--- src/rtl/usb_esc_pkg.sv ---
package usb_esc_pkg;

  // ****************************************
  // Register offsets
  // ****************************************
  localparam logic [7:0] ADDR_IRQ_STATUS = 8'h80;
  localparam logic [7:0] ADDR_ERR_FLAGS = 8'h88;
  localparam logic [7:0] ADDR_ERREN = 8'h8C;
  localparam logic [7:0] ADDR_STAT = 8'h90;
  localparam logic [7:0] ADDR_CTL = 8'h94;

  // ****************************************
  // Reset values and masks
  // ****************************************
  localparam logic [7:0] ERREN_RESET = 8'h00;
  localparam logic [7:0] ERR_FLAGS_RESET = 8'h00;
  localparam logic [7:0] CTL_RESET = 8'h00;
  localparam logic [7:0] ERR_MASK = 8'hBF;
  localparam int STAT_DEPTH = 4;

  // ****************************************
  // Field positions
  // ****************************************
  localparam int IRQ_STATUS_ERROR = 1;
  localparam int IRQ_STATUS_TOK_DONE = 3;
  localparam int CTL_J = 7;
  localparam int CTL_SE0 = 6;
  localparam int CTL_BUSY = 5;
  localparam int CTL_RESET_SIG = 4;
  localparam int CTL_HOST = 3;
  localparam int CTL_RESUME = 2;
  localparam int CTL_BANK_CLR = 1;
  localparam int CTL_ENABLE = 0;

  // Register port request.
  typedef struct packed {
    logic [7:0] addr;
    logic [7:0] wdata;
    logic wr;
    logic rd;
  } reg_req_t;

  // One transaction status entry.
  typedef struct packed {
    logic [3:0] endpoint;
    logic tx;
    logic odd;
  } stat_entry_t;

endpackage : usb_esc_pkg

--- src/rtl/usb_error_status_control.sv ---
// The strobed register port was chosen for this implementation.
`timescale 1ns/10ps
module usb_error_status_control #(
  parameter int DEPTH = usb_esc_pkg::STAT_DEPTH
) (
  // Clock and reset.
  input wire logic clk_sys,
  input wire logic rst_n,
  // Register port.
  input wire usb_esc_pkg::reg_req_t reg_req,
  output logic [7:0] reg_rdata,
  // Serial engine events.
  input wire logic [7:0] err_event,
  input wire logic stat_push,
  input wire usb_esc_pkg::stat_entry_t stat_in,
  input wire logic token_busy,
  input wire logic setup_rx,
  // Receiver levels and speed.
  input wire logic rx_j_raw,
  input wire logic rx_se0,
  input wire logic low_speed_select,
  // Status and interrupt outputs.
  output logic stat_full,
  output logic error_irq,
  output logic token_done_flag,
  // Engine controls.
  output logic host_role_select,
  output logic drive_usb_reset,
  output logic drive_resume,
  output logic ls_eop_pulse,
  output logic bank_select_clear,
  output logic engine_reset_pulse,
  output logic module_enable_frame_gen,
  output logic sof_enable,
  output logic traffic_halt,
  output logic low_speed_token
);

  // ****************************************
  // Structure
  // ****************************************

  // The block sits between the register port and the serial engine. It
  // keeps three things: the error flags with their enable bank, the
  // transaction status queue, and the control register with the engine
  // control levels and pulses that follow from it.
  //
  // Every output is registered, so each level other than host_role_select, which is the mode bit
  // itself, reaches the engine one cycle after the bit that drives it is stored. Software times bus
  // reset and resume itself; the block only holds the level.
  //
  // The status queue stores one entry per descriptor use. Its head is what
  // a status read shows, and clearing token done moves the head on. An
  // entry that arrives while the queue is full and no pop is under way is
  // dropped; the engine is expected to pace itself against stat_full.
  //
  // The queue storage has no reset. A status read before the first push
  // returns whatever the storage holds, which is harmless because token
  // done is low then and software has no reason to read.

  // Pointer and occupancy widths. A depth of one still needs a one bit
  // pointer, hence the guard.
  localparam int PW = (DEPTH > 1) ? $clog2(DEPTH) : 1;
  localparam int CW = $clog2(DEPTH + 1);
  localparam logic [PW-1:0] LAST = PW'(DEPTH - 1);
  localparam logic [CW-1:0] FULL = CW'(DEPTH);

  // ****************************************
  // Register state
  // ****************************************
  // Software visible bits. The J level is the receiver pin flipped by the low speed
  // setting, and the single ended zero level a copy of its pin, both taken once per clock.
  logic [7:0] error_irq_enable;
  logic [7:0] error_flag_register;
  logic live_j_level;
  logic live_se0;
  logic busy_or_suspend_flag;
  logic reset_bit;
  logic resume_bit;
  logic enable_bit;

  // Status queue storage. Pointers wrap at the last entry; the count
  // tells a full queue from an empty one, since the pointers alone cannot.
  usb_esc_pkg::stat_entry_t queue [DEPTH];
  logic [PW-1:0] wr_ptr;
  logic [PW-1:0] rd_ptr;
  logic [CW-1:0] count;
  logic [CW-1:0] next_count;

  // ****************************************
  // Address decode
  // ****************************************
  // Decoded write strobes and the queue handshake.
  logic wr_irq_status;
  logic wr_err_flags;
  logic wr_erren;
  logic wr_ctl;
  logic pop;
  logic push_ok;

  // Write strobes for each mapped register. Writes to unmapped offsets and
  // to the read-only status offset decode to nothing and are dropped.
  assign wr_irq_status = reg_req.wr &&
                         (reg_req.addr == usb_esc_pkg::ADDR_IRQ_STATUS);
  assign wr_err_flags = reg_req.wr &&
                        (reg_req.addr == usb_esc_pkg::ADDR_ERR_FLAGS);
  assign wr_erren = reg_req.wr && (reg_req.addr == usb_esc_pkg::ADDR_ERREN);
  assign wr_ctl = reg_req.wr && (reg_req.addr == usb_esc_pkg::ADDR_CTL);

  // ****************************************
  // Error flags and enables
  // ****************************************

  // Enable bank; bit 6 is masked so it can never be stored.
  // Only the enable bits are kept here; the flags sit in their own
  // register so that a write here never touches a pending error.
  always_ff @(posedge clk_sys) begin
    if (!rst_n) begin
      error_irq_enable <= usb_esc_pkg::ERREN_RESET;
    end else if (wr_erren) begin
      error_irq_enable <= reg_req.wdata & usb_esc_pkg::ERR_MASK;
    end
  end

  // Flags set on the detecting cycle; a set beats a write-one clear.
  // A flag that is set and cleared in the same cycle stays set, so an
  // error that arrives during the clear is never lost.
  always_ff @(posedge clk_sys) begin
    if (!rst_n) begin
      error_flag_register <= usb_esc_pkg::ERR_FLAGS_RESET;
    end else begin
      error_flag_register <=
        (error_flag_register & ~(wr_err_flags ? reg_req.wdata : 8'h00)) |
        (err_event & usb_esc_pkg::ERR_MASK);
    end
  end

  // Gated request, refreshed every clock.
  // The request lags the flags by one cycle; software that clears a flag
  // and then polls the request must allow for that.
  always_ff @(posedge clk_sys) begin
    if (!rst_n) begin
      error_irq <= 1'b0;
    end else begin
      error_irq <= |(error_flag_register & error_irq_enable);
    end
  end

  // ****************************************
  // Transaction status queue
  // ****************************************

  // A pop needs the flag set, so a stray write cannot skip an entry. Only
  // the token done bit of the write pops; its other bits are ignored here.
  assign pop = wr_irq_status &&
               reg_req.wdata[usb_esc_pkg::IRQ_STATUS_TOK_DONE] &&
               token_done_flag;
  // A pop in the same cycle frees a slot, so a full queue still accepts.
  assign push_ok = stat_push && ((count != FULL) || pop);

  // Occupancy after this cycle's push and pop.
  always_comb begin
    next_count = count;
    if (push_ok && !pop) begin
      next_count = count + CW'(1);
    end else if (pop && !push_ok) begin
      next_count = count - CW'(1);
    end
  end

  // Entry storage, written at the tail.
  always_ff @(posedge clk_sys) begin
    if (push_ok) begin
      queue[wr_ptr] <= stat_in;
    end
  end

  // Tail pointer. It only moves when an entry is really taken, so a
  // dropped push leaves it where it was.
  always_ff @(posedge clk_sys) begin
    if (!rst_n) begin
      wr_ptr <= '0;
    end else if (push_ok) begin
      wr_ptr <= (wr_ptr == LAST) ? '0 : wr_ptr + PW'(1);
    end
  end

  // Head pointer moves on to the next entry when software clears the flag.
  always_ff @(posedge clk_sys) begin
    if (!rst_n) begin
      rd_ptr <= '0;
    end else if (pop) begin
      rd_ptr <= (rd_ptr == LAST) ? '0 : rd_ptr + PW'(1);
    end
  end

  // Count and the flags derived from it.
  // Token done is taken from the next count, so it rises in the cycle
  // after a push into an empty queue and stays up while a pop and a
  // push meet.
  always_ff @(posedge clk_sys) begin
    if (!rst_n) begin
      count <= '0;
      token_done_flag <= 1'b0;
      stat_full <= 1'b0;
    end else begin
      count <= next_count;
      token_done_flag <= (next_count != '0);
      stat_full <= (next_count == FULL);
    end
  end

  // ****************************************
  // Control register
  // ****************************************

  // Live receiver levels, sampled once so a read sees a stable value.
  // Polarity of the J level flips with the low speed setting, because
  // the idle line swaps its levels at low speed.
  always_ff @(posedge clk_sys) begin
    if (!rst_n) begin
      live_j_level <= 1'b0;
      live_se0 <= 1'b0;
    end else begin
      live_j_level <= rx_j_raw ^ low_speed_select;
      live_se0 <= rx_se0;
    end
  end

  // Plain software bits.
  // The mode bit is read straight from its flip-flop; every level that
  // depends on it settles one cycle later.
  always_ff @(posedge clk_sys) begin
    if (!rst_n) begin
      reset_bit <= usb_esc_pkg::CTL_RESET[usb_esc_pkg::CTL_RESET_SIG];
      host_role_select <= usb_esc_pkg::CTL_RESET[usb_esc_pkg::CTL_HOST];
      resume_bit <= usb_esc_pkg::CTL_RESET[usb_esc_pkg::CTL_RESUME];
      enable_bit <= usb_esc_pkg::CTL_RESET[usb_esc_pkg::CTL_ENABLE];
    end else if (wr_ctl) begin
      reset_bit <= reg_req.wdata[usb_esc_pkg::CTL_RESET_SIG];
      host_role_select <= reg_req.wdata[usb_esc_pkg::CTL_HOST];
      resume_bit <= reg_req.wdata[usb_esc_pkg::CTL_RESUME];
      enable_bit <= reg_req.wdata[usb_esc_pkg::CTL_ENABLE];
    end
  end

  // Busy in host mode tracks the engine; suspend in target mode is sticky.
  // In target mode a write that leaves bit 5 at 0 resumes traffic, so
  // software must write 1 there when it only means to change another bit.
  // A SETUP in the same cycle as such a write wins.
  always_ff @(posedge clk_sys) begin
    if (!rst_n) begin
      busy_or_suspend_flag <= 1'b0;
    end else if (host_role_select) begin
      busy_or_suspend_flag <= token_busy;
    end else if (setup_rx) begin
      busy_or_suspend_flag <= 1'b1;
    end else if (wr_ctl && !reg_req.wdata[usb_esc_pkg::CTL_BUSY]) begin
      busy_or_suspend_flag <= 1'b0;
    end
  end

  // ****************************************
  // Engine control outputs
  // ****************************************

  // Signalling levels follow the stored bits one cycle later.
  // Reset signalling and the low speed token are owed only in host mode,
  // so both are gated by the mode bit here rather than in the engine.
  always_ff @(posedge clk_sys) begin
    if (!rst_n) begin
      drive_usb_reset <= 1'b0;
      drive_resume <= 1'b0;
      module_enable_frame_gen <= 1'b0;
      sof_enable <= 1'b0;
      traffic_halt <= 1'b0;
      low_speed_token <= 1'b0;
    end else begin
      drive_usb_reset <= host_role_select && reset_bit;
      drive_resume <= resume_bit;
      module_enable_frame_gen <= enable_bit;
      sof_enable <= host_role_select && enable_bit;
      traffic_halt <= !host_role_select && busy_or_suspend_flag;
      low_speed_token <= host_role_select && low_speed_select;
    end
  end

  // One-cycle pulses. The end of packet is only owed on a falling resume.
  // A write that sets the enable bit clears the bank bits as well, so the
  // engine always restarts on the even bank.
  always_ff @(posedge clk_sys) begin
    if (!rst_n) begin
      ls_eop_pulse <= 1'b0;
      bank_select_clear <= 1'b0;
      engine_reset_pulse <= 1'b0;
    end else begin
      ls_eop_pulse <= wr_ctl && host_role_select && resume_bit &&
                      !reg_req.wdata[usb_esc_pkg::CTL_RESUME];
      bank_select_clear <= wr_ctl &&
        (reg_req.wdata[usb_esc_pkg::CTL_BANK_CLR] ||
         (reg_req.wdata[usb_esc_pkg::CTL_ENABLE] && !enable_bit));
      engine_reset_pulse <= wr_ctl && !enable_bit &&
                            reg_req.wdata[usb_esc_pkg::CTL_ENABLE];
    end
  end

  // ****************************************
  // Read port
  // ****************************************

  // Data stand only in the cycle after the strobe; unmapped reads give 0.
  // Status reads show the queue head without popping it; the pop is a
  // separate write so that software can read the entry more than once.
  always_ff @(posedge clk_sys) begin
    if (!rst_n) begin
      reg_rdata <= 8'h00;
    end else if (reg_req.rd) begin
      unique case (reg_req.addr)
        usb_esc_pkg::ADDR_IRQ_STATUS: begin
          reg_rdata <= 8'h00;
          reg_rdata[usb_esc_pkg::IRQ_STATUS_TOK_DONE] <= token_done_flag;
          reg_rdata[usb_esc_pkg::IRQ_STATUS_ERROR] <= error_irq;
        end
        usb_esc_pkg::ADDR_ERR_FLAGS: begin
          reg_rdata <= error_flag_register;
        end
        usb_esc_pkg::ADDR_ERREN: begin
          reg_rdata <= error_irq_enable;
        end
        usb_esc_pkg::ADDR_STAT: begin
          reg_rdata <= {queue[rd_ptr].endpoint, queue[rd_ptr].tx,
                        queue[rd_ptr].odd, 2'b00};
        end
        usb_esc_pkg::ADDR_CTL: begin
          reg_rdata <= {live_j_level, live_se0, busy_or_suspend_flag,
                        reset_bit, host_role_select, resume_bit, 1'b0,
                        enable_bit};
        end
        default: begin
          reg_rdata <= 8'h00;
        end
      endcase
    end else begin
      reg_rdata <= 8'h00;
    end
  end

endmodule : usb_error_status_control

--- config.mk ---
export PLATFORM = sky130hd
export DESIGN_NAME = usb_error_status_control
export DESIGN_NICKNAME = d
export VERILOG_FILES = /design/src/rtl/usb_esc_pkg.sv /design/src/rtl/usb_error_status_control.sv
export SDC_FILE = /design/constraint.sdc
export NUM_CORES = 1
export LEC_CHECK = 0
export BUFFER_PORTS_ARGS = -buffer_cell sky130_fd_sc_hd__buf_4
export CORE_ASPECT_RATIO = 1.1
export CORE_MARGIN = 3
export CORE_UTILIZATION = 50
export DETAILED_ROUTE_END_ITERATION = 10
export GPL_ROUTABILITY_DRIVEN = 0
export GPL_TIMING_DRIVEN = 0
export PLACE_DENSITY = 0.79
export REMOVE_ABC_BUFFERS = 1
export SLEW_MARGIN = 5
export SYNTH_ARGS = -nofsm -noshare
export SYNTH_HDL_FRONTEND = slang
export SYNTH_SLANG_ARGS = --single-unit
--- constraint.sdc ---
create_clock -name clk_sys -period 1.9 [get_ports clk_sys]
set_input_delay 0.095 -clock clk_sys [delete_from_list [all_inputs] [get_ports clk_sys]]
set_output_delay 0.095 -clock clk_sys [all_outputs]
set_load 0.01 [all_outputs]
Yosys cells after proc, flatten, opt, wreduce, memory -nomap -nowiden
Memory sizes are Yosys's and may differ from the RTL's. A register that Yosys moved wholly into a read port is not among the register bits.
Index checks and enable logic that the tools add are counted.
Word-level totals
  register bits after elaboration: 49
  memory bits (writable): 24
  input port bits: 40
  output and inout bits: 21
  word-level logic and storage cells: 90
  memories: 1
Operators by class
  $add $sub $neg: 4
  equal/unequal tests: 9
  muxes and demuxes: 13
  bitwise operators: 5
  reductions and logical operators: 33
Memory list
  queue: depth 4, bits a word 6, rd ports 1, clocked after Yosys merged registers in 1, write ports 1, line usb_error_status_control.sv:84  | usb_esc_pkg::stat_entry_t queue [DEPTH];
Operators by type and width (number)
  $eq A8 B8 Y1 const B: 5
  $pmux W8 S5: 1
  $logic_and A1 B1 Y1: 21
  $and A8 B8 Y8: 2
  $mux W2: 4
  $mux W8: 1
  $not A8 Y8: 1
  $or A8 B8 Y8: 1
  $reduce_or A8 Y1: 1
  $logic_not A1 Y1: 6
  $mux W3: 2
  $reduce_bool A3 Y1: 2
  $mux W1: 5
  $add A2 B1 Y2 const B: 2
  $eq A2 B2 Y1 const B: 2
  $add A3 B1 Y3 const B: 1
  $eq A3 B3 Y1 const B: 1
  $ne A3 B3 Y1 const B: 1
  $sub A3 B1 Y3 const B: 1
  $logic_or A1 B1 Y1: 2
  $reduce_and A2 Y1: 1
  $xor A1 B1 Y1: 1

Logic depth before layout (Yosys ltp)
  word-level depth: 11
  depth in mapped cells: 8
  gate-level depth less buffers: 7

Least setup slack after synthesis
OpenSTA, ideal clock, no wires.
  path kind: reg-to-reg
  from: register count[0]
  to: register token_done_flag
  setup time: 0.120 ns
  data arrival time: 1.592 ns
  required time: 1.780 ns
  slack: 0.189 ns
  stages on the path, launching flop included: 8
  path buffers: 0
  clock period less this slack: 1.711 ns
  cells stage by stage: dfxtp_1 inv_1 ha_1 and2_1 a41oi_1 o21ai_0 o311a_1 o31a_1
Between the ends
  longest elaborated chain between the ends: 8
  elaborated cells between the ends (all ways): 11
  those cells by class: 2 x add/sub; 1 x eq/ne; 2 x mux; 6 x reduce/logical
RTL lines
  start: declaration: line usb_error_status_control.sv:87  | logic [CW-1:0] count;
  start signal: assignment: line usb_error_status_control.sv:207  | count <= next_count;
  $ne A3 B3 Y1: line usb_error_status_control.sv:159  | assign push_ok = stat_push && ((count != FULL) || pop);
  $logic_or A1 B1 Y1: line usb_error_status_control.sv:159
  $logic_and A1 B1 Y1: line usb_error_status_control.sv:159
  $logic_not A1 Y1: line usb_error_status_control.sv:166  | end else if (pop && !push_ok) begin
  $logic_and A1 B1 Y1: line usb_error_status_control.sv:166
  $mux W3: line usb_error_status_control.sv:166
  $mux W3 (*): line usb_error_status_control.sv:164  | if (push_ok && !pop) begin
  $reduce_bool A3 Y1 (*): line usb_error_status_control.sv:208  | token_done_flag <= (next_count != '0);
  end signal: assignment: line usb_error_status_control.sv:208
  end: declaration: line usb_error_status_control.sv:25  | output logic token_done_flag,
Mark *: on every way between the ends. The rest lies on a longest branch, timed or not.
A chain may end at the register's enable or synchronous reset.

Final worst setup path
  from: input port reg_req[16] (netlist name)
  to: register error_irq_enable[1]
Between the ends
  longest elaborated chain between the ends: 2
RTL lines
  start: declaration: line usb_error_status_control.sv:10  | input wire usb_esc_pkg::reg_req_t reg_req,
  $eq A8 B8 Y1: line usb_error_status_control.sv:107  | assign wr_erren = reg_req.wr && (reg_req.addr == usb_esc_pkg::ADDR_ERREN);
  $logic_and A1 B1 Y1: line usb_error_status_control.sv:107
  end signal: assignment: line usb_error_status_control.sv:119  | error_irq_enable <= usb_esc_pkg::ERREN_RESET;
  end signal: assignment: line usb_error_status_control.sv:121  | error_irq_enable <= reg_req.wdata & usb_esc_pkg::ERR_MASK;
  end: declaration: line usb_error_status_control.sv:73  | logic [7:0] error_irq_enable;
No other way between the ends.

==> results.json <==
{
  "setup_viol": 0,
  "required_ns": 2.09,
  "power.switching_mw": 0.751,
  "start_kind": "primary input",
  "worst_path_max_delay_cell": "nor4_4",
  "ys.flop_type": "dfxtp_1",
  "placement.cell_area_um2": 3570,
  "grt_max_degree": 22,
  "clock.fmax_mhz": 556,
  "area_growth_pct": 30.1,
  "maxCapViolations": 0,
  "comb_power_share_pct": 9.4,
  "critPathTopFamily": "simple AND/OR/NAND/NOR gates",
  "hold_class": "primary input to register",
  "total_power_mw": 3.12,
  "p_leak_nw": 1.53,
  "grt_use_total_pct": 20.7,
  "fp.dieH_um": 88.5,
  "hp-start": "reg_req[4]",
  "clk_latency_ns": 0.35,
  "n_antenna_cell": 0,
  "antenna_found_initial": 0,
  "synth_top_area_share_pct": 33.0,
  "design.core.area_um2": 5880,
  "fin_skew_ns": 0.00796,
  "p_int_mw": 2.37,
  "vias_per_cell": 5.54,
  "slew_headroom_pct": 44.5,
  "grt_pass1_vias": 2323,
  "grt_pass1_wl_mm": 11.0,
  "numCtsBuffers": 9,
  "synthMostInstantiatedCell": "dfxtp_1",
  "endpoint_kind": "register",
  "synth_cell_types": 47,
  "crit_cells": 6,
  "drt_first_pass_iters": 4,
  "clkPwrFrac_pct": 35.1,
  "ys_ff_latch": 75,
  "cts-root-buf": "clkbuf_8",
  "final.min_clock_period_ns": 1.80,
  "crit_path_frequent_cell": "nand2_1",
  "vias": 2430,
  "synthesis.area_um2": 3090,
  "ys_top_cells_by_area": "dfxtp_1 (33%), edfxtp_1 (23%), mux4_2 (4.4%)",
  "setup_tns_ns": 0,
  "drv_slew": 0,
  "cp.arrival_ns": 1.99,
  "p_per_area_nw_per_um2": 774,
  "grt_overflow_total": 0,
  "initial_utilization_pct": 52.6,
  "fin_crit_sh_pct": 94.7,
  "crit_path_max_incr_delay_ns": 0.64,
  "synth_edf_count": 24,
  "clock_sinks": 75,
  "drt_iter0_drc": 167,
  "ys_seq_area_share_pct": 56.3,
  "hold_slack_ns": 0.0187,
  "routed_wl_mm": 6.97,
  "path_cells": "buf_4 > or3b_2 > nor4_4 > nand2_1 > nand2_1 > a21oi_1",
  "postSynthAreaPerCell_um2": 11.3,
  "synth_top_area_cell": "dfxtp_1",
  "htree_levels": 3,
  "drt.antenna.violating_nets": 0,
  "critPathBufInv": 1,
  "outcome": "finished, final reports clean",
  "sw_frac_of_total_pct": 24.1,
  "num_rows": 29,
  "port_buffers": 59,
  "netlist_instances": 274,
  "synth.cells.most_frequent": "dfxtp_1 (51), nand2_1 (30), edfxtp_1 (24)",
  "remaining_drc_errors": 0,
  "final-hold-violation-count": 0,
  "path_class": "primary input to register",
  "startpoint": "reg_req[16]",
  "final_area_um2": 4030,
  "num-fill-cells": 452,
  "io_pins": 61,
  "critPathMaxFanout": 15,
  "hold_path_depth": 3,
  "r2r_cells": 7,
  "dieArea_um2": 7170,
  "wl_per_cell_um": 15.9,
  "cts_buffer_depth": 2,
  "die_w_um": 81.0,
  "tightest_slew_ns": 0.827,
  "clk_pin_slew_worst_paths_ns": 0.07,
  "drive_above_1_share_pct": 28.2,
  "r2r_start": "count[0]",
  "ys_warn_count": 0,
  "seqPwrFrac_pct": 55.5,
  "cts_tree": "yes",
  "fin_nets": 405,
  "dp_hpwl_mm": 4.78,
  "ir_worst_vdd_uv": 502,
  "synthArstFlopShare_pct": 0
}
## final timing paths
check,to,slack (ns)
worst max-delay path,error_irq_enable[1],0.10
worst min-delay path,ls_eop_pulse,0.02
worst max register to register,token_done_flag,0.11
worst min register to register,error_flag_register[6],0.45
## power by group through the flow
| stage | sequential [mW] | clock [mW] | combinational, mW |
|---|---|---|---|
| 6_report | 1.73 | 1.10 | 0.292 |
| 5_1_grt | 1.74 | 1.19 | 0.323 |
| 4_1_cts | 1.73 | 1.13 | 0.288 |
| 3_5_place_dp | 1.77 | 0 | 0.249 |
| 3_3_place_gp | 1.76 | 0 | 0.240 |
| 2_1_floorplan | 1.76 | 0 | 0.118 |
## cells in the final DEF, fill, tap and decap left out, drive strengths merged, types with 9 or more instances in the layout
master	n
nor2	12
clkbuf	10
dlygate4sd3	20
inv	10
and2	9
nand2	30
nand3	12
a21oi	23
dfxtp	51
buf	64
edfxtp	24
## per-layer routing
metal / track usage (%) / share of wire [%] / vias up
li1: - / - / 1176
met1: 24.8 / 41 / 1143
met2: 33.5 / 50 / 94
met3: 5.40 / 6.2 / 17
met4: 12.3 / 2.7 / 0
met5: 0 / 0 / -
## what timing repair did
action / in CTS / in global routing
endpoints found under the setup margin: 34 / 28
hold buffers: 20 / 0
gates resized for setup: 4 / 5
buffers inserted: 0 / 5
hold endpoints to repair: 37 / 0
pin swaps: 0 / 2
## area by class of cell
cell class                 instances  area, um^2  area share, %
timing repair buffer              84         681           16.9
sequential                        75        1740           43.3
clock inverter                     6        40.0          0.994
inverter                           9        33.8          0.839
tap                               77        96.3           2.39
multi-input combinational        178        1290           32.2
clock buffer                      10         138           3.42
## through the flow
stage,worst slack (ns),util [%],instances
4_1_cts,0.0104,67.6,434
6_report,0.101,68.5,439
5_1_grt,-0.00174,68.5,439
3_5_place_dp,-0.638,60.8,398
2_1_floorplan,0.0303,-,262
3_3_place_gp,-0.628,60.8,398
## worst reg2reg max path: cells and delay by family (launching register included)
family                   cells  cell delay (ns)
flip-flops                   1             0.36
AO/OA/AOI/OAI                4             0.83
adder cells (fa/ha/maj)      1             0.21
buffers and inverters        1             0.10
AND/OR/NAND/NOR              1             0.19
## registers in the layout, summed over array words and instances, names as in the netlist, 2 cells and up, named ones only
signal / count
count: 3
wr_ptr: 2
reg_rdata: 8
error_flag_register: 8
error_irq_enable: 7
rd_ptr: 2
queue: 24
## logic make-up (layout without fill, tap and decap cells)
group                      count (synthesis)  after routing  share of synthesized area, %
and+or+nand+nor                           95             95                          17.4
xor gates and xnor gates                   2              2                         0.566
AOI/OAI and AO/OA                         63             63                          13.8
DFF                                       75             75                          56.3
muxes                                     10             10                          5.66
buffers and inverters                     21            109                          3.07
adders and majority gates                  8              8                          3.24
No activity file was read; power rests on OpenSTA's default activity.
